$ cat config.mk
export PLATFORM = sky130hd
export DESIGN_NAME = lpsc_bank
export DESIGN_NICKNAME = d
export VERILOG_FILES = /design/src/hw/lpsc_pkg.sv /design/src/hw/lpsc_bank.sv
export SDC_FILE = /design/constraint.sdc
export NUM_CORES = 1
export LEC_CHECK = 0
export BUFFER_PORTS_ARGS = -buffer_cell sky130_fd_sc_hd__buf_2
export CORE_MARGIN = 8
export CORE_UTILIZATION = 40
export CTS_BUF_LIST = sky130_fd_sc_hd__clkbuf_8
export CTS_CLUSTER_DIAMETER = 200
export DETAILED_ROUTE_END_ITERATION = 16
export GPL_TIMING_DRIVEN = 0
export SYNTH_ARGS = -nofsm -noshare
export SYNTH_HDL_FRONTEND = slang
export SYNTH_SLANG_ARGS = --single-unit
$ cat constraint.sdc
create_clock -name clk -period 1.3 [get_ports clk]
set_clock_uncertainty 0.2 [all_clocks]
set_input_delay 0.13 -clock clk [delete_from_list [all_inputs] [get_ports clk]]
set_output_delay 0.13 -clock clk [all_outputs]
set_load 0.01 [all_outputs]
$ cat src/hw/lpsc_pkg.sv
// Package for the low-power sensing configuration bank: offsets, field positions, types.
// Assumes a 16-bit register word port addressed by 16-bit word offsets.
package lpsc_pkg;
  // Register word offsets; each register spans consecutive 16-bit words
  localparam logic [15:0] LPSC_OFS_SETTINGS  = 16'h11C0;
  localparam logic [15:0] LPSC_OFS_SETUP_LO  = 16'h11C2;
  localparam logic [15:0] LPSC_OFS_SETUP_HI  = 16'h11C3;
  localparam logic [15:0] LPSC_OFS_TXM_W0    = 16'h11C6;
  localparam logic [15:0] LPSC_OFS_TXM_W1    = 16'h11C7;
  localparam logic [15:0] LPSC_OFS_TXM_W2    = 16'h11C8;
  // Writable bit masks; zero bits are unused and read as zero
  localparam logic [15:0] LPSC_SETTINGS_MASK = 16'hF0FF;
  localparam logic [31:0] LPSC_SETUP_MASK    = 32'hF3FFFFFF;
  localparam logic [47:0] LPSC_TXM_MASK      = 48'h2FFFFFFFFFFF;
  // Reset values
  localparam logic [15:0] LPSC_SETTINGS_RST  = 16'h0000;
  localparam logic [31:0] LPSC_SETUP_RST     = 32'h00000000;
  localparam logic [47:0] LPSC_TXM_RST       = 48'h000000000000;
  // Field positions in the settings word
  localparam int LPSC_SW_EN_BIT   = 15;
  localparam int LPSC_SW_POL_BIT  = 14;
  localparam int LPSC_PTRIM_LSB   = 12;
  localparam int LPSC_MOSC_LSB    = 6;
  localparam int LPSC_LP2_EN_BIT  = 5;
  localparam int LPSC_LP1_EN_BIT  = 4;
  localparam int LPSC_LP2_CYC_LSB = 2;
  localparam int LPSC_LP1_CYC_LSB = 0;
  // Field positions in the setup word
  localparam int LPSC_ALT_EN_BIT  = 31;
  localparam int LPSC_FILT_BIT    = 30;
  localparam int LPSC_MUTUAL_BIT  = 29;
  localparam int LPSC_SHIELD_BIT  = 28;
  // Auto-prox cycle counts per code
  localparam logic [8:0] LPSC_CYC_16  = 9'h010;
  localparam logic [8:0] LPSC_CYC_32  = 9'h020;
  localparam logic [8:0] LPSC_CYC_64  = 9'h040;
  localparam logic [8:0] LPSC_CYC_256 = 9'h100;

  typedef enum logic [1:0] {LPSC_OSC_14M, LPSC_OSC_20M, LPSC_OSC_24M, LPSC_OSC_BAD} lpsc_osc_t;

  // Register access request
  typedef struct packed {
    logic        wr;
    logic        rd;
    logic [15:0] addr;
    logic [15:0] wdata;
  } lpsc_req_t;

  // Decoded configuration towards the sensing engine
  typedef struct packed {
    logic       switch_active;
    lpsc_osc_t  main_osc;
    logic       main_osc_valid;
    logic [1:0] prox_trim_code;
    logic [5:0] prox_trim_pct;
    logic       lp1_autoprox_en;
    logic       lp2_autoprox_en;
    logic [8:0] lp1_cycles;
    logic [8:0] lp2_cycles;
    logic       alt_channel_en;
    logic       count_filter_en;
    logic       mutual_sense;
    logic       tx_shield;
    logic       ground_unused;
    logic [25:0] rx_mask;
    logic [47:0] tx_mask;
  } lpsc_cfg_t;
endpackage : lpsc_pkg

$ cat src/hw/lpsc_bank.sv
// Configuration register bank for low-power sensing: switch, oscillators, auto-prox, alt channel.
// Assumes the serial host interface delivers single-cycle word strobes on clk.
`timescale 1ns/1ps
// How it works
// - Switch input is used only when enabled; bit 14 selects its active level.
// - Bits 13-12 trim the prox oscillator; reduction depends on main oscillator.
// - Bits 7-6 pick main oscillator 14, 20 or 24 MHz; code 11 undefined.
// - Bit 5 enables autonomous prox scanning in second low-power mode.
// - Bit 4 enables autonomous prox scanning in first low-power mode.
// - Bits 3-2 give second-mode prox cycles 16, 32, 64 or 256.
// - Bits 1-0 give first-mode prox cycles 16, 32, 64 or 256.
// - Bit 31 senses the alternate channel in low-power modes, else trackpad.
// - Bit 30 enables the count filter on the alternate channel count.
// - Bit 29 chooses self (0) or mutual (1) alternate sensing.
// - In self mode bit 28 shields selected transmitters, else grounds unused electrodes.
// - Bits 25-0 select receive electrodes for the alternate sensor.
// - Transmit mask bits 45 and 43-0 select transmit electrodes.
module lpsc_bank import lpsc_pkg::*; (
  input  wire logic       clk,
  input  wire logic       nrst,
  input  wire lpsc_req_t  req,
  input  wire logic       switch_pin,
  output logic [15:0]     rdata,
  output logic            rvalid,
  output logic            switch_pressed,
  output lpsc_cfg_t       cfg
);
  logic [15:0] settings_ff, nxt_settings;
  logic [31:0] setup_ff, nxt_setup;
  logic [47:0] txm_ff, nxt_txm;
  logic [15:0] rdata_ff, nxt_rdata;
  logic        rvalid_ff, nxt_rvalid;
  logic        sw_s1_ff, sw_s2_ff, sw_out_ff, nxt_sw_out;
  lpsc_cfg_t   cfg_ff, nxt_cfg;

  // Code to cycle count, shared by both low-power modes
  function automatic logic [8:0] cyc_of(input logic [1:0] code);
    case (code)
      2'h0:    cyc_of = LPSC_CYC_16;
      2'h1:    cyc_of = LPSC_CYC_32;
      2'h2:    cyc_of = LPSC_CYC_64;
      default: cyc_of = LPSC_CYC_256;
    endcase
  endfunction : cyc_of

  // Ten percent per trim step as eight times the code plus two times the code, so no multiplier is needed
  function automatic logic [5:0] pct_of(input logic [1:0] code);
    pct_of = {1'h0, code, 3'h0} + {3'h0, code, 1'b0};
  endfunction : pct_of

  // Register writes; masks drop unused bits so they always read back as zero
  always_comb begin
    nxt_settings = settings_ff;
    nxt_setup    = setup_ff;
    nxt_txm      = txm_ff;
    if (req.wr) begin
      case (req.addr)
        LPSC_OFS_SETTINGS: nxt_settings = req.wdata & LPSC_SETTINGS_MASK;
        LPSC_OFS_SETUP_LO: nxt_setup[15:0] = req.wdata;
        LPSC_OFS_SETUP_HI: nxt_setup[31:16] = req.wdata & LPSC_SETUP_MASK[31:16];
        LPSC_OFS_TXM_W0:   nxt_txm[15:0] = req.wdata;
        LPSC_OFS_TXM_W1:   nxt_txm[31:16] = req.wdata;
        // Bit 44 is masked too, so a careless host cannot select it
        LPSC_OFS_TXM_W2:   nxt_txm[47:32] = req.wdata & LPSC_TXM_MASK[47:32];
        default: ;
      endcase
    end
  end

  // Read port: one cycle latency, unmapped words read zero
  always_comb begin
    nxt_rvalid = req.rd;
    nxt_rdata  = 16'h0000;
    if (req.rd) begin
      case (req.addr)
        LPSC_OFS_SETTINGS: nxt_rdata = settings_ff;
        LPSC_OFS_SETUP_LO: nxt_rdata = setup_ff[15:0];
        LPSC_OFS_SETUP_HI: nxt_rdata = setup_ff[31:16];
        LPSC_OFS_TXM_W0:   nxt_rdata = txm_ff[15:0];
        LPSC_OFS_TXM_W1:   nxt_rdata = txm_ff[31:16];
        LPSC_OFS_TXM_W2:   nxt_rdata = txm_ff[47:32];
        default:           nxt_rdata = 16'h0000;
      endcase
    end
  end

  // Switch gating and polarity on the synchronised pin
  always_comb begin
    nxt_sw_out = settings_ff[LPSC_SW_EN_BIT] &
                 (sw_s2_ff ~^ settings_ff[LPSC_SW_POL_BIT]);
  end

  // Decode of the configuration toward the sensing engine
  always_comb begin
    nxt_cfg = '0;
    nxt_cfg.switch_active   = settings_ff[LPSC_SW_EN_BIT];
    nxt_cfg.main_osc        = lpsc_osc_t'(settings_ff[LPSC_MOSC_LSB +: 2]);
    nxt_cfg.main_osc_valid  = (settings_ff[LPSC_MOSC_LSB +: 2] != 2'h3);
    nxt_cfg.prox_trim_code  = settings_ff[LPSC_PTRIM_LSB +: 2];
    // Percent reduction: 10 per step at 14 MHz, one extra step at faster clocks
    // The undefined oscillator code takes the fast-clock column rather than a third one
    if (settings_ff[LPSC_PTRIM_LSB +: 2] == 2'h0)
      nxt_cfg.prox_trim_pct = 6'h00;
    else if (settings_ff[LPSC_MOSC_LSB +: 2] == 2'h0)
      nxt_cfg.prox_trim_pct = pct_of(settings_ff[LPSC_PTRIM_LSB +: 2]);
    else
      nxt_cfg.prox_trim_pct = pct_of(settings_ff[LPSC_PTRIM_LSB +: 2]) + 6'h0A;
    nxt_cfg.lp2_autoprox_en = settings_ff[LPSC_LP2_EN_BIT];
    nxt_cfg.lp1_autoprox_en = settings_ff[LPSC_LP1_EN_BIT];
    nxt_cfg.lp2_cycles      = cyc_of(settings_ff[LPSC_LP2_CYC_LSB +: 2]);
    nxt_cfg.lp1_cycles      = cyc_of(settings_ff[LPSC_LP1_CYC_LSB +: 2]);
    nxt_cfg.alt_channel_en  = setup_ff[LPSC_ALT_EN_BIT];
    nxt_cfg.count_filter_en = setup_ff[LPSC_FILT_BIT];
    nxt_cfg.mutual_sense    = setup_ff[LPSC_MUTUAL_BIT];
    // Shield only matters for self sensing
    nxt_cfg.tx_shield       = ~setup_ff[LPSC_MUTUAL_BIT] & setup_ff[LPSC_SHIELD_BIT];
    nxt_cfg.ground_unused   = ~setup_ff[LPSC_MUTUAL_BIT] & ~setup_ff[LPSC_SHIELD_BIT];
    nxt_cfg.rx_mask         = setup_ff[25:0];
    nxt_cfg.tx_mask         = txm_ff & LPSC_TXM_MASK;
  end

  // State registers; pin passes two flops before use
  always_ff @(posedge clk or negedge nrst) begin
    if (!nrst) begin
      settings_ff <= LPSC_SETTINGS_RST;
      setup_ff    <= LPSC_SETUP_RST;
      txm_ff      <= LPSC_TXM_RST;
      rdata_ff    <= 16'h0000;
      rvalid_ff   <= 1'b0;
      sw_s1_ff    <= 1'b0;
      sw_s2_ff    <= 1'b0;
      sw_out_ff   <= 1'b0;
      cfg_ff      <= '0;
    end else begin
      settings_ff <= nxt_settings;
      setup_ff    <= nxt_setup;
      txm_ff      <= nxt_txm;
      rdata_ff    <= nxt_rdata;
      rvalid_ff   <= nxt_rvalid;
      sw_s1_ff    <= switch_pin;
      sw_s2_ff    <= sw_s1_ff;
      sw_out_ff   <= nxt_sw_out;
      cfg_ff      <= nxt_cfg;
    end
  end

  assign rdata          = rdata_ff;
  assign rvalid         = rvalid_ff;
  assign switch_pressed = sw_out_ff;
  assign cfg            = cfg_ff;

  // Settings word: switch, oscillators and auto-prox decode, one edge behind the register
  switch_gate_a: assert property (@(posedge clk) disable iff (!nrst)
    !settings_ff[LPSC_SW_EN_BIT] |=> !switch_pressed)
    else $error("switch reported while disabled");
  switch_level_a: assert property (@(posedge clk) disable iff (!nrst)
    settings_ff[LPSC_SW_EN_BIT] && settings_ff[LPSC_SW_POL_BIT] && sw_s2_ff |=> switch_pressed)
    else $error("active-high switch not reported");
  trim_nominal_a: assert property (@(posedge clk) disable iff (!nrst)
    settings_ff[13:12] == 2'h0 |=> cfg.prox_trim_pct == 6'h00)
    else $error("nominal trim not zero");
  trim_slow_a: assert property (@(posedge clk) disable iff (!nrst)
    settings_ff[13:12] == 2'h3 && settings_ff[7:6] == 2'h0 |=> cfg.prox_trim_pct == 6'h1E)
    else $error("slow-clock trim wrong");
  trim_fast_a: assert property (@(posedge clk) disable iff (!nrst)
    settings_ff[13:12] == 2'h2 && settings_ff[7:6] == 2'h1 |=> cfg.prox_trim_pct == 6'h1E)
    else $error("fast trim wrong");
  osc_sel_a: assert property (@(posedge clk) disable iff (!nrst)
    1'b1 |=> cfg.main_osc_valid == ($past(settings_ff[7:6]) != 2'h3))
    else $error("oscillator valid wrong");
  lp2_en_a: assert property (@(posedge clk) disable iff (!nrst)
    req.wr && req.addr == LPSC_OFS_SETTINGS ##1 1'b1
    |=> cfg.lp2_autoprox_en == $past(req.wdata[5], 2))
    else $error("lp2 enable mismatch");
  lp1_en_a: assert property (@(posedge clk) disable iff (!nrst)
    req.wr && req.addr == LPSC_OFS_SETTINGS ##1 1'b1
    |=> cfg.lp1_autoprox_en == $past(req.wdata[4], 2))
    else $error("lp1 enable mismatch");
  lp2_cyc_a: assert property (@(posedge clk) disable iff (!nrst)
    settings_ff[3:2] == 2'h3 |=> cfg.lp2_cycles == 9'h100)
    else $error("lp2 cycles wrong");
  lp2_cyc_mid_a: assert property (@(posedge clk) disable iff (!nrst)
    settings_ff[3:2] == 2'h2 |=> cfg.lp2_cycles == 9'h040)
    else $error("lp2 middle cycles wrong");
  lp1_cyc_a: assert property (@(posedge clk) disable iff (!nrst)
    settings_ff[1:0] == 2'h1 |=> cfg.lp1_cycles == 9'h020)
    else $error("lp1 cycles wrong");
  lp1_cyc_min_a: assert property (@(posedge clk) disable iff (!nrst)
    settings_ff[1:0] == 2'h0 |=> cfg.lp1_cycles == 9'h010)
    else $error("lp1 minimum cycles wrong");

  // Alternate channel setup decode
  alt_en_a: assert property (@(posedge clk) disable iff (!nrst)
    1'b1 |=> cfg.alt_channel_en == $past(setup_ff[31]))
    else $error("alt enable mismatch");
  filt_en_a: assert property (@(posedge clk) disable iff (!nrst)
    1'b1 |=> cfg.count_filter_en == $past(setup_ff[LPSC_FILT_BIT]))
    else $error("count filter enable mismatch");
  sense_method_a: assert property (@(posedge clk) disable iff (!nrst)
    1'b1 |=> cfg.mutual_sense == $past(setup_ff[LPSC_MUTUAL_BIT]))
    else $error("sensing method mismatch");
  shield_mode_a: assert property (@(posedge clk) disable iff (!nrst)
    !(cfg.tx_shield && (cfg.mutual_sense || cfg.ground_unused)))
    else $error("shield in wrong mode");
  rx_mask_a: assert property (@(posedge clk) disable iff (!nrst)
    1'b1 |=> cfg.rx_mask == $past(setup_ff[25:0]))
    else $error("receive mask mismatch");

  // Transmit mask, unused bits and read port
  tx_mask_a: assert property (@(posedge clk) disable iff (!nrst)
    req.wr && req.addr == LPSC_OFS_TXM_W0 ##1 1'b1 |=> cfg.tx_mask[15:0] == $past(req.wdata, 2))
    else $error("transmit mask low word mismatch");
  unused_zero_a: assert property (@(posedge clk) disable iff (!nrst)
    settings_ff[11:8] == 4'h0 && setup_ff[27:26] == 2'h0 && txm_ff[47:44] ==? 4'b00?0)
    else $error("unused bit set");
  rd_valid_a: assert property (@(posedge clk) disable iff (!nrst)
    req.rd |=> rvalid)
    else $error("read not answered");
  rd_quiet_a: assert property (@(posedge clk) disable iff (!nrst)
    !req.rd |=> !rvalid && rdata == 16'h0000)
    else $error("read port busy without a read");
  unmapped_rd_a: assert property (@(posedge clk) disable iff (!nrst)
    req.rd && req.addr == LPSC_OFS_SETUP_LO - 16'h0001 |=> rvalid && rdata == 16'h0000)
    else $error("unmapped word not zero");
endmodule : lpsc_bank

==> reports/results.ini, run 1 <==
[timing]
finalWorstSetupSlack_ns = -0.331
relSlewSlack = 0.510
final_hold_viol_count = 163
holdWs_ns = -0.565
min_period_ns = 1.63
worst_pin_slew_ns = 0.735
fmax_mhz = 613
min_period_over_period = 1.25
rsz0062_at_grt = yes
maxSlewViolCount = 0
final.setup.tns_ns = -28.70
setup_viol_count_final = 218

[die]
boundaryPins = 166
die_y_um = 153
die_area_um2 = 23400
core-area_um2 = 18600
initial_utilization = 0.404
row_count = 50
dieWidth_um = 153

[synth]
ys_warn_count = 0
synth_top_family_by_area = multiplexers
synth_top_area_share = 0.677
synth_mux_area_frac = 0.162
synthArstFlopShare = 1.00
yosys.area.top_type = dfrtp_1
synthTopCellsByCount = dfrtp_1, mux2_2, buf_4, mux2i_1, mux2_1
ys_ff_latch = 203
ys.flop_type = dfrtp_1
ys_seq_area_frac = 0.677
yosysMostFrequentCell = dfrtp_1
syn_area_per_cell_um2 = 16.2
synth_area_leaders = dfrtp_1, mux2_2, mux2i_1, buf_4, mux2_1
synthSimpleGateAreaFrac = 0.0695
synth_edf_count = 0
synth_xor_area_frac = 0.00233
synthesis.instances = 463
ys_types = 48
synth-adder-area-share = 0.00334
syn_area_um2 = 7500
synth_compound_area_frac = 0.0507

[global_routing]
grt-ovfl-total = 0
grt_max_degree = 109
track_usage = 0.179
antenna_found_initial = 1
grt_pass1_wl_mm = 32.4
grt_pass1_vias = 5397

[setup_path]
worstPathRequired_ns = 1.48
path_max_fanout = 5
worstPathArrival_ns = 1.81
reg2regPathDepth = 3
cp-end-kind = register
reg2reg_slack_ns = 0.03
path_class = input pin to register
cp-start-kind = input pin

[finish]
nFillCells = 1455
num_antenna_cells = 0
layout.nets = 767
post-route-util = 0.588
postLayoutCellArea_um2 = 10900
drive_above_1_share = 0.570
area_growth_pct = 45.7
seq_area_um2 = 5080
multiInputGateArea_um2 = 2790

[drt]
ant_nets = 0
drt-initial-drc-count = 242
viasPerCell = 4.89
detail_route.wl_per_cell_um = 20.9
wl_mm = 20.6
dr_total_vias = 4813
dr.pass1.iters = 4
drt_drc_violations_left = 0

[clock_tree]
cts_hold_buf = 18
clock_path_buffers = 3
tritoncts = built
cts_sinks = 203
clk-insertion-delay-late_ns = 0.50
cts_inserted_buffers = 34
cts-root-buf = clkbuf_8
htreeDepth = 2
clkTransAtPathRegs_ns = 0.06

[place]
place_ws_ns = -1.45
hpwl_mm = 12.8
dpl-instance-area_um2 = 8930
gp_congestion = 0.750
io_buffers = 149

[outcome]
violations = hold timing, setup timing
status = finished, violations left

[power_and_ir_drop]
power_density_nw_per_um2 = 1130
power.leakage_nw = 5.69
ir_worst_vdd_mv = 0.615

[run]
cap_violations = 0

[min_path]
hold_class = input pin to asynchronous set/reset pin

-- repair_timing --
item,4_1_cts,5_1_grt
endpoints found under the hold margin,184,107
gates resized for setup,123,53
endpoints found under the setup margin,221,221
buffers inserted,38,7
pin swaps,27,20
cloned,8,0
-- sequential cells by signal, indices dropped and copies added (netlist names) --
signal,cells
switch_pressed,1
rvalid,1
txm_ff,45
rdata,16
settings_ff,12
setup_ff,30
cfg,96
sw_s1_ff,1
sw_s2_ff,1
-- report_power, final --
| group | internal, mW | switching (mW) |
|---|---|---|
| Sequential | 6.33 | 0.00257 |
| Combinational | 0.211 | 0.313 |
| Clock | 3.14 | 2.39 |
-- per-layer routing --
metal / global-route usage / up-vias / part of all wire / wire (um)
li1: - / 2180 / - / -
met1: 0.222 / 2450 / 0.43 / 8890
met2: 0.298 / 141 / 0.49 / 10200
met3: 0.0479 / 40 / 0.051 / 1050
met4: 0.0617 / 2 / 0.024 / 490
met5: 0 / - / 0.00049 / 10
-- through the flow --
stage	cells	hold WS, ns	power, mW
6_report	985	-0.565	12.4
5_1_grt	985	-0.517	12.9
2_1_floorplan	476	-0.366	6.61
3_5_place_dp	860	-0.00540	6.88
3_3_place_gp	859	0.0389	6.85
4_1_cts	983	-0.546	12.6
-- critical path, stage by stage --
cell and delay (ns):
buf_6 0.10, or4b_4 0.62, nor2_4 0.14, and4_1 0.22, buf_6 0.15, buf_12 0.14
mux2_4 0.30
-- cells by family after synthesis --
kind of cell | count (synthesis)
AO/OA/AOI/OAI | 52
AND/OR/NAND/NOR | 55
multiplexers | 110
flip-flops | 203
buffers and inverters | 38
adder cells (fa/ha/maj) | 2
other | 1
XOR/XNOR | 2
-- placed cells by master (no fill, tap or decap), types with 4 or more instances in the layout --
| master | Yosys | routed |
|---|---|---|
| a21oi_1 | 8 | 6 |
| a22o_4 | 0 | 9 |
| a22oi_2 | 0 | 11 |
| and2_1 | 4 | 4 |
| buf_12 | 0 | 7 |
| buf_2 | 5 | 119 |
| buf_4 | 21 | 40 |
| buf_6 | 4 | 46 |
| buf_8 | 0 | 15 |
| clkbuf_8 | 0 | 47 |
| conb_1 | 1 | 14 |
| dfrtp_1 | 203 | 201 |
| dlygate4sd3_1 | 0 | 18 |
| inv_1 | 3 | 11 |
| mux2_2 | 78 | 5 |
| mux2_4 | 0 | 87 |
| mux2i_1 | 18 | 18 |
| nor2_1 | 6 | 5 |
| nor2b_1 | 6 | 6 |
| nor4_4 | 6 | 10 |
| o21a_1 | 9 | 9 |
| o22ai_1 | 9 | 9 |
| or4b_4 | 1 | 4 |
-- cell type report --
cell class                      count  share of cell area
Clock inverter                     13             0.00481
Inverter                            3             0.00103
Buffer                             32              0.0311
Clock buffer                       46              0.0579
Timing Repair Buffer              219               0.158
Multi-Input combinational cell    235               0.255
Sequential cell                   203               0.465
Tap cell                          234              0.0268
-- final timing paths --
path / startpoint / to
setup / recovery: req[30] / txm_ff[41]
hold / removal: nrst / sw_s1_ff
setup reg to reg: txm_ff[28] / rdata[12]
hold reg to reg: sw_s1_ff / sw_s2_ff
max in group asynchronous: nrst / cfg[75]
min in group clk: req[16] / txm_ff[2]
(Power assumes the default switching activity.)
==> run 2: changes to the inputs <==
--- a/config.mk
+++ b/config.mk
@@ -5,12 +5,13 @@
 export SDC_FILE = /design/constraint.sdc
 export NUM_CORES = 1
 export LEC_CHECK = 0
-export BUFFER_PORTS_ARGS = -buffer_cell sky130_fd_sc_hd__buf_2
+export ABC_AREA = 1
 export CORE_MARGIN = 8
 export CORE_UTILIZATION = 40
 export CTS_BUF_LIST = sky130_fd_sc_hd__clkbuf_8
 export CTS_CLUSTER_DIAMETER = 200
 export DETAILED_ROUTE_END_ITERATION = 16
+export DONT_BUFFER_PORTS = 1
 export GPL_TIMING_DRIVEN = 0
 export SYNTH_ARGS = -nofsm -noshare
 export SYNTH_HDL_FRONTEND = slang
==> run 2 against run 1 <==
  * The flow still finishes with violations (hold timing, setup timing)
  * Sequential power is essentially flat
  * Hold slack lost 0.31 ns
  * Sequential share of layout area grew 10 points
  * Count of clock-buffer cells in the layout shrank 6
  * Maximum frequency grew 17%
  * Synthesized cell count grew 49%
  * Highest routed layer is now met4
==> reports/results.ini, run 2 <==
[finish]
area_growth_pct = 19.4
final_cell_mix = dfrtp_1, nand2_1, o21ai_1, nand3_1, inv_1
post-route-util = 0.483  ; -0.105
largest_register_ffs = 96  ; unchanged
drive_above_1_share = 0.218  ; -0.351
num_antenna_cells = 0  ; unchanged
layout_commonest_cell = dfrtp_1
layout.nets = 808  ; +5.3%

[setup_path]
worstPathRequired_ns = 0.97  ; -0.51 ns
startpoint = cfg[103]
r2r-start = settings_ff[15]
r2r_end = rdata[15]
critPathTopFamily = flip-flops
reg2regPathDepth = 4  ; +1
cp_slowest_cell = dfrtp_1
cp-start-kind = register
path_max_fanout = 2  ; -3
reg2reg_slack_ns = 0.05  ; +0.02 ns
max_stage_delay_ns = 0.42  ; -0.20 ns
cp.depth = 1  ; -6
crit_buf_inv = 1  ; -2
worstPathArrival_ns = 1.06  ; -0.75 ns
cp-end-kind = output pin
path_class = register to output pin
path_cells = buf_6
endpoint = cfg[103]

[timing]
setup_viol_count_final = 1  ; -99.5%
relSlewSlack = 0.559  ; +0.0489
min_period_over_period = 1.07  ; -0.185
fmax_mhz = 719  ; +17%
holdWs_ns = -0.879  ; -0.314 ns
worst_pin_slew_ns = 0.662  ; -0.0733 ns
maxSlewViolCount = 0  ; unchanged
rsz0062_at_grt = yes
final_hold_viol_count = 213  ; +31%
finalWorstSetupSlack_ns = -0.0910  ; +0.240 ns
min_period_ns = 1.39  ; -0.240 ns

[synth]
yosysMostFrequentCell = dfrtp_1
ys.flop_type = dfrtp_1
ys_ff_latch = 203  ; unchanged
ys_types = 27  ; -44%
synthTopCellsByCount = dfrtp_1, nand2_1, nand3_1, o21ai_1, inv_1
synth_top_area_share = 0.676  ; -0.00113
ys_warn_count = 0  ; unchanged
synthesis.instances = 691  ; +49%
synth_area_leaders = dfrtp_1, nand2_1, nand3_1, o21ai_1, o21ai_2
synth_edf_count = 0  ; unchanged
syn_area_per_cell_um2 = 10.9  ; -33%
ys_seq_area_frac = 0.676  ; -0.00113
yosys.area.top_type = dfrtp_1
synthArstFlopShare = 1.00  ; unchanged
syn_area_um2 = 7510  ; +0.17%

[die]
die_area_um2 = 23400  ; +0.15%
initial_utilization = 0.404  ; +0.000673
die_y_um = 153  ; about the same
core-area_um2 = 18600  ; unchanged
row_count = 50  ; unchanged
dieWidth_um = 153  ; about the same
boundaryPins = 166  ; unchanged

[place]
place_ws_ns = -0.475  ; +0.974 ns
hpwl_mm = 14.3  ; +12%
gp_congestion = 0.804  ; +7.1%
io_buffers = 0  ; -100%

[power_and_ir_drop]
ir_worst_vdd_mv = 0.546  ; -11%
power.leakage_nw = 4.53  ; -20%
power_density_nw_per_um2 = 1340  ; +18%

[drt]
dr_total_vias = 5238  ; +8.8%
detail_route.wl_per_cell_um = 20.9  ; -0.13%
viasPerCell = 5.11  ; +4.5%
drt_drc_violations_left = 0  ; unchanged
wl_mm = 21.4  ; +4.0%
drt-initial-drc-count = 426  ; +76%
ant_nets = 0  ; unchanged
dr.pass1.iters = 5  ; +1

[clock_tree]
clkTransAtPathRegs_ns = 0.06  ; about the same
clk-insertion-delay-late_ns = 0.51  ; about the same
cts_inserted_buffers = 34  ; unchanged
cts_hold_buf = 21  ; +3
htreeDepth = 2  ; unchanged
clock_path_buffers = 3  ; unchanged
tritoncts = built
cts-root-buf = clkbuf_8
cts_sinks = 203  ; unchanged

[global_routing]
antenna_found_initial = 0  ; -1
grt_max_degree = 204  ; +87%
grt-ovfl-total = 0  ; unchanged
grt_pass1_vias = 5589  ; +3.6%
grt_pass1_wl_mm = 33.1  ; +2.1%
track_usage = 0.185  ; +0.00530

[min_path]
hold_class = input pin to asynchronous set/reset pin

[run]
cap_violations = 0  ; unchanged

[outcome]
violations = hold timing, setup timing
status = finished, violations left

-- run 2: cell types whose count changed after synthesis, sizes merged, moves of 11 or more --
cell	delta
a22oi	-12
inv	+46
mux2	-92
mux2i	-18
nand2	+154
nand3	+71
nor2	+45
nor4	-11
o21ai	+90
-- run 2: worst min-delay path by stage --
stage                     from     endpoint  slack (ns)  depth (start not counted)
final                     nrst  setup_ff[2]       -0.88                          0
after global placement    nrst      cfg[20]       -0.36                          0
after CTS                 nrst      cfg[16]       -0.90                          0
after floorplan           nrst       cfg[0]       -0.37                          0
after detailed placement  nrst      cfg[20]       -0.36                          0
after global routing      nrst      cfg[94]       -0.91                          0
-- run 2: cell families after synthesis --
logic type,share of synthesized area
buffers and inverters,0.0711
other,0.000499
and+or+nand+nor,0.168
adders and majority gates,0.00333
DFF,0.676
AOI/OAI and AO/OA,0.0806
-- run 2: metrics by stage --
step                      power, mW  setup TNS, ns  instance area [um2]  instances
after floorplan                6.58          -4.73                 7720        704
after global placement         6.61         -37.59                 8010        938
after detailed placement       6.62         -41.23                 8010        938
after CTS                      12.1         -0.151                 8900       1019
after global routing           12.4         -0.281                 8970       1026
final                          12.0        -0.0910                 8970       1026
-- run 2: area by class of cell --
type	count	area, um2
clock buffers	40	551
multi-input cells	406	2070
flip-flops and latches	203	5090
inverters	50	193
well taps	234	293
fillers	1714	9610
plain buffers	45	385
repair buffers	29	283
clock inverters	19	111
-- run 2: routing by layer --
layer  up-vias  track usage  wire length, um
met4         0       0.0655              483
met2       261        0.293            10100
met1      2581        0.228             8670
met5         -            0                0
li1       2358            -                -
met3        38       0.0674             2170
-- run 2: timing repair --
item                                    CTS  global route
pin swaps                                 0             3
endpoints found under the setup margin    6            32
buffers inserted                          1             7
endpoints found under the hold margin   304           213
gates resized for setup                   2             8
-- run 2: power breakdown --
part | total (mW) | internal [mW] | switching [mW]
Sequential | 6.33 | 6.33 | 0.00413
Clock | 5.43 | 3.00 | 2.43
Combinational | 0.228 | 0.0914 | 0.137
==> run 3: changes to the inputs <==
--- a/config.mk
+++ b/config.mk
@@ -13,6 +13,8 @@
 export DETAILED_ROUTE_END_ITERATION = 16
 export DONT_BUFFER_PORTS = 1
 export GPL_TIMING_DRIVEN = 0
+export PLACE_DENSITY = 0.55
 export SYNTH_ARGS = -nofsm -noshare
 export SYNTH_HDL_FRONTEND = slang
 export SYNTH_SLANG_ARGS = --single-unit
+export TNS_END_PERCENT = 5
==> constraint.sdc (replaced) <==
create_clock -name clk -period 1.3 [get_ports clk]
set_clock_uncertainty 0.2 [all_clocks]
set_input_delay 0.13 -clock clk [delete_from_list [all_inputs] [get_ports clk]]
set_output_delay 0.13 -clock clk [all_outputs]
set_load 0.005 [all_outputs]
==> run 3 against run 2 <==
  * The flow still finishes with violations (hold timing, setup timing)
  * Die area stayed put
  * Critical path depth unchanged
  * Via count fell by 0.65%
  * Sequential share of layout area rose by 0.78 points
  * Critical endpoint unchanged
  * Highest routed layer unchanged
==> reports/results.ini, run 3 (synthesized netlist as in run 2, its figures left out) <==
[clock_tree]
cts_inserted_buffers = 34  ; unchanged
cts_hold_buf = 22  ; +4.8%
tritoncts = built
htreeDepth = 2  ; unchanged
clock_path_buffers = 3  ; unchanged
cts_sinks = 203  ; unchanged
cts-root-buf = clkbuf_8
clkTransAtPathRegs_ns = 0.06  ; about the same
clk-insertion-delay-late_ns = 0.51  ; about the same

[setup_path]
critPathTopFamily = flip-flops
cp-start-kind = register
worstPathArrival_ns = 1.03  ; -0.03 ns
path_cells = buf_6
path_max_fanout = 2  ; unchanged
path_class = register to output pin
crit_buf_inv = 1  ; unchanged
max_stage_delay_ns = 0.40  ; -0.02 ns
worstPathRequired_ns = 0.97  ; about the same
cp_slowest_cell = dfrtp_1
cp-end-kind = output pin
startpoint = cfg[103]
r2r-start = settings_ff[13]

[drt]
dr.pass1.iters = 5  ; unchanged
drt-initial-drc-count = 512  ; +20%
viasPerCell = 5.10  ; about the same
dr_total_vias = 5204  ; -0.65%
ant_nets = 0  ; unchanged
drt_drc_violations_left = 0  ; unchanged
detail_route.wl_per_cell_um = 21.2  ; +1.6%
wl_mm = 21.6  ; +0.96%

[global_routing]
grt_pass1_vias = 5418  ; -3.1%
antenna_found_initial = 0  ; unchanged
grt_max_degree = 204  ; unchanged
track_usage = 0.183  ; -0.00104
grt_pass1_wl_mm = 32.5  ; -1.8%
grt-ovfl-total = 0  ; unchanged

[min_path]
hold_class = input pin to asynchronous set/reset pin

[finish]
final_cell_mix = dfrtp_1, nand2_1, nand3_1, inv_1, o21ai_1
layout_commonest_cell = dfrtp_1
area_growth_pct = 17.7
largest_register_ffs = 96  ; unchanged
stdcell_count = 1020  ; -0.58%
layout.nets = 804  ; -0.50%
drive_above_1_share = 0.183  ; -0.0352
num_antenna_cells = 0  ; unchanged
post-route-util = 0.476  ; -0.00694
nFillCells = 1745  ; +1.8%

[place]
placed_cells = 938  ; unchanged
hpwl_mm = 14.4  ; +0.83%
io_buffers = 0  ; unchanged
place_ws_ns = -0.544  ; -0.0697 ns
gp_congestion = 0.804  ; about the same

[die]
die_area_um2 = 23400  ; unchanged
core-area_um2 = 18600  ; unchanged
row_count = 50  ; unchanged
dieWidth_um = 153  ; unchanged
die_y_um = 153  ; unchanged
boundaryPins = 166  ; unchanged
initial_utilization = 0.404  ; unchanged

[timing]
fmax_mhz = 736  ; +2.4%
maxSlewViolCount = 0  ; unchanged
holdWs_ns = -0.874  ; +0.00555 ns
finalWorstSetupSlack_ns = -0.0579  ; +0.0331 ns
min_period_ns = 1.36  ; -0.0331 ns
relSlewSlack = 0.561  ; +0.00203
worst_pin_slew_ns = 0.659  ; -0.00305 ns
setup_viol_count_final = 2  ; +1
rsz0062_at_grt = yes
final_hold_viol_count = 217  ; +1.9%
min_period_over_period = 1.04  ; -0.0255

[power_and_ir_drop]
power.leakage_nw = 4.53  ; -0.12%
power_density_nw_per_um2 = 1370  ; +2.3%
ir_worst_vdd_mv = 0.655  ; +20%

[run]
cap_violations = 0  ; unchanged

[outcome]
violations = hold timing, setup timing
status = finished, violations left

[run 3: routing by layer]
| metal | vias to the layer above | routed length [um] | track usage |
|---|---|---|---|
| li1 | 2344 | - | - |
| met1 | 2564 | 8820 | 0.227 |
| met2 | 254 | 10400 | 0.297 |
| met3 | 42 | 1980 | 0.0612 |
| met4 | 0 | 476 | 0.0613 |
| met5 | - | 0 | 0 |
[run 3: what timing repair did]
| item | in CTS | in global routing |
|---|---|---|
| setup endpoints to repair | 4 | 32 |
| resized for setup | 3 | 7 |
| pin swaps | 1 | 1 |
| endpoints found under the hold margin | 301 | 211 |
| buffers inserted | 0 | 3 |
[run 3: final cells by class]
type | instances | area (um2) | area share
inverter | 50 | 190 | 0.0215
multi-input combinational | 406 | 2010 | 0.227
clock buffer | 39 | 537 | 0.0607
clock inverter | 18 | 128 | 0.0144
timing repair buffer | 25 | 243 | 0.0274
buffer | 45 | 365 | 0.0413
sequential | 203 | 5080 | 0.575
tap | 234 | 293 | 0.0331
[run 3: final timing paths]
check / cells after the start / endpoint / slack [ns]
max: 1 / cfg[103] / -0.06
min: 0 / cfg[31] / -0.87
max reg2reg: 4 / cfg[103] / 0
min reg2reg: 0 / sw_s2_ff / 0.16
max in group asynchronous: 0 / cfg[7] / 1.49
min in group clk: 5 / settings_ff[0] / -0.15
[run 3: power by group]
group	internal, mW	switching, mW
Combinational	0.0879	0.131
Sequential	6.33	0.00382
Clock	3.12	2.41
Total	9.54	2.55
[run 3: per-stage QoR]
stage	power, mW	hold WS [ns]	area, um2	setup TNS (ns)
6_report	12.1	-0.874	8850	-0.0628
5_1_grt	12.5	-0.893	8850	-0.305
4_1_cts	12.2	-0.901	8810	-0.0951
3_5_place_dp	6.61	-0.351	7920	-41.75
3_3_place_gp	6.60	-0.352	7920	-38.67
2_1_floorplan	6.57	-0.366	7620	-6.03
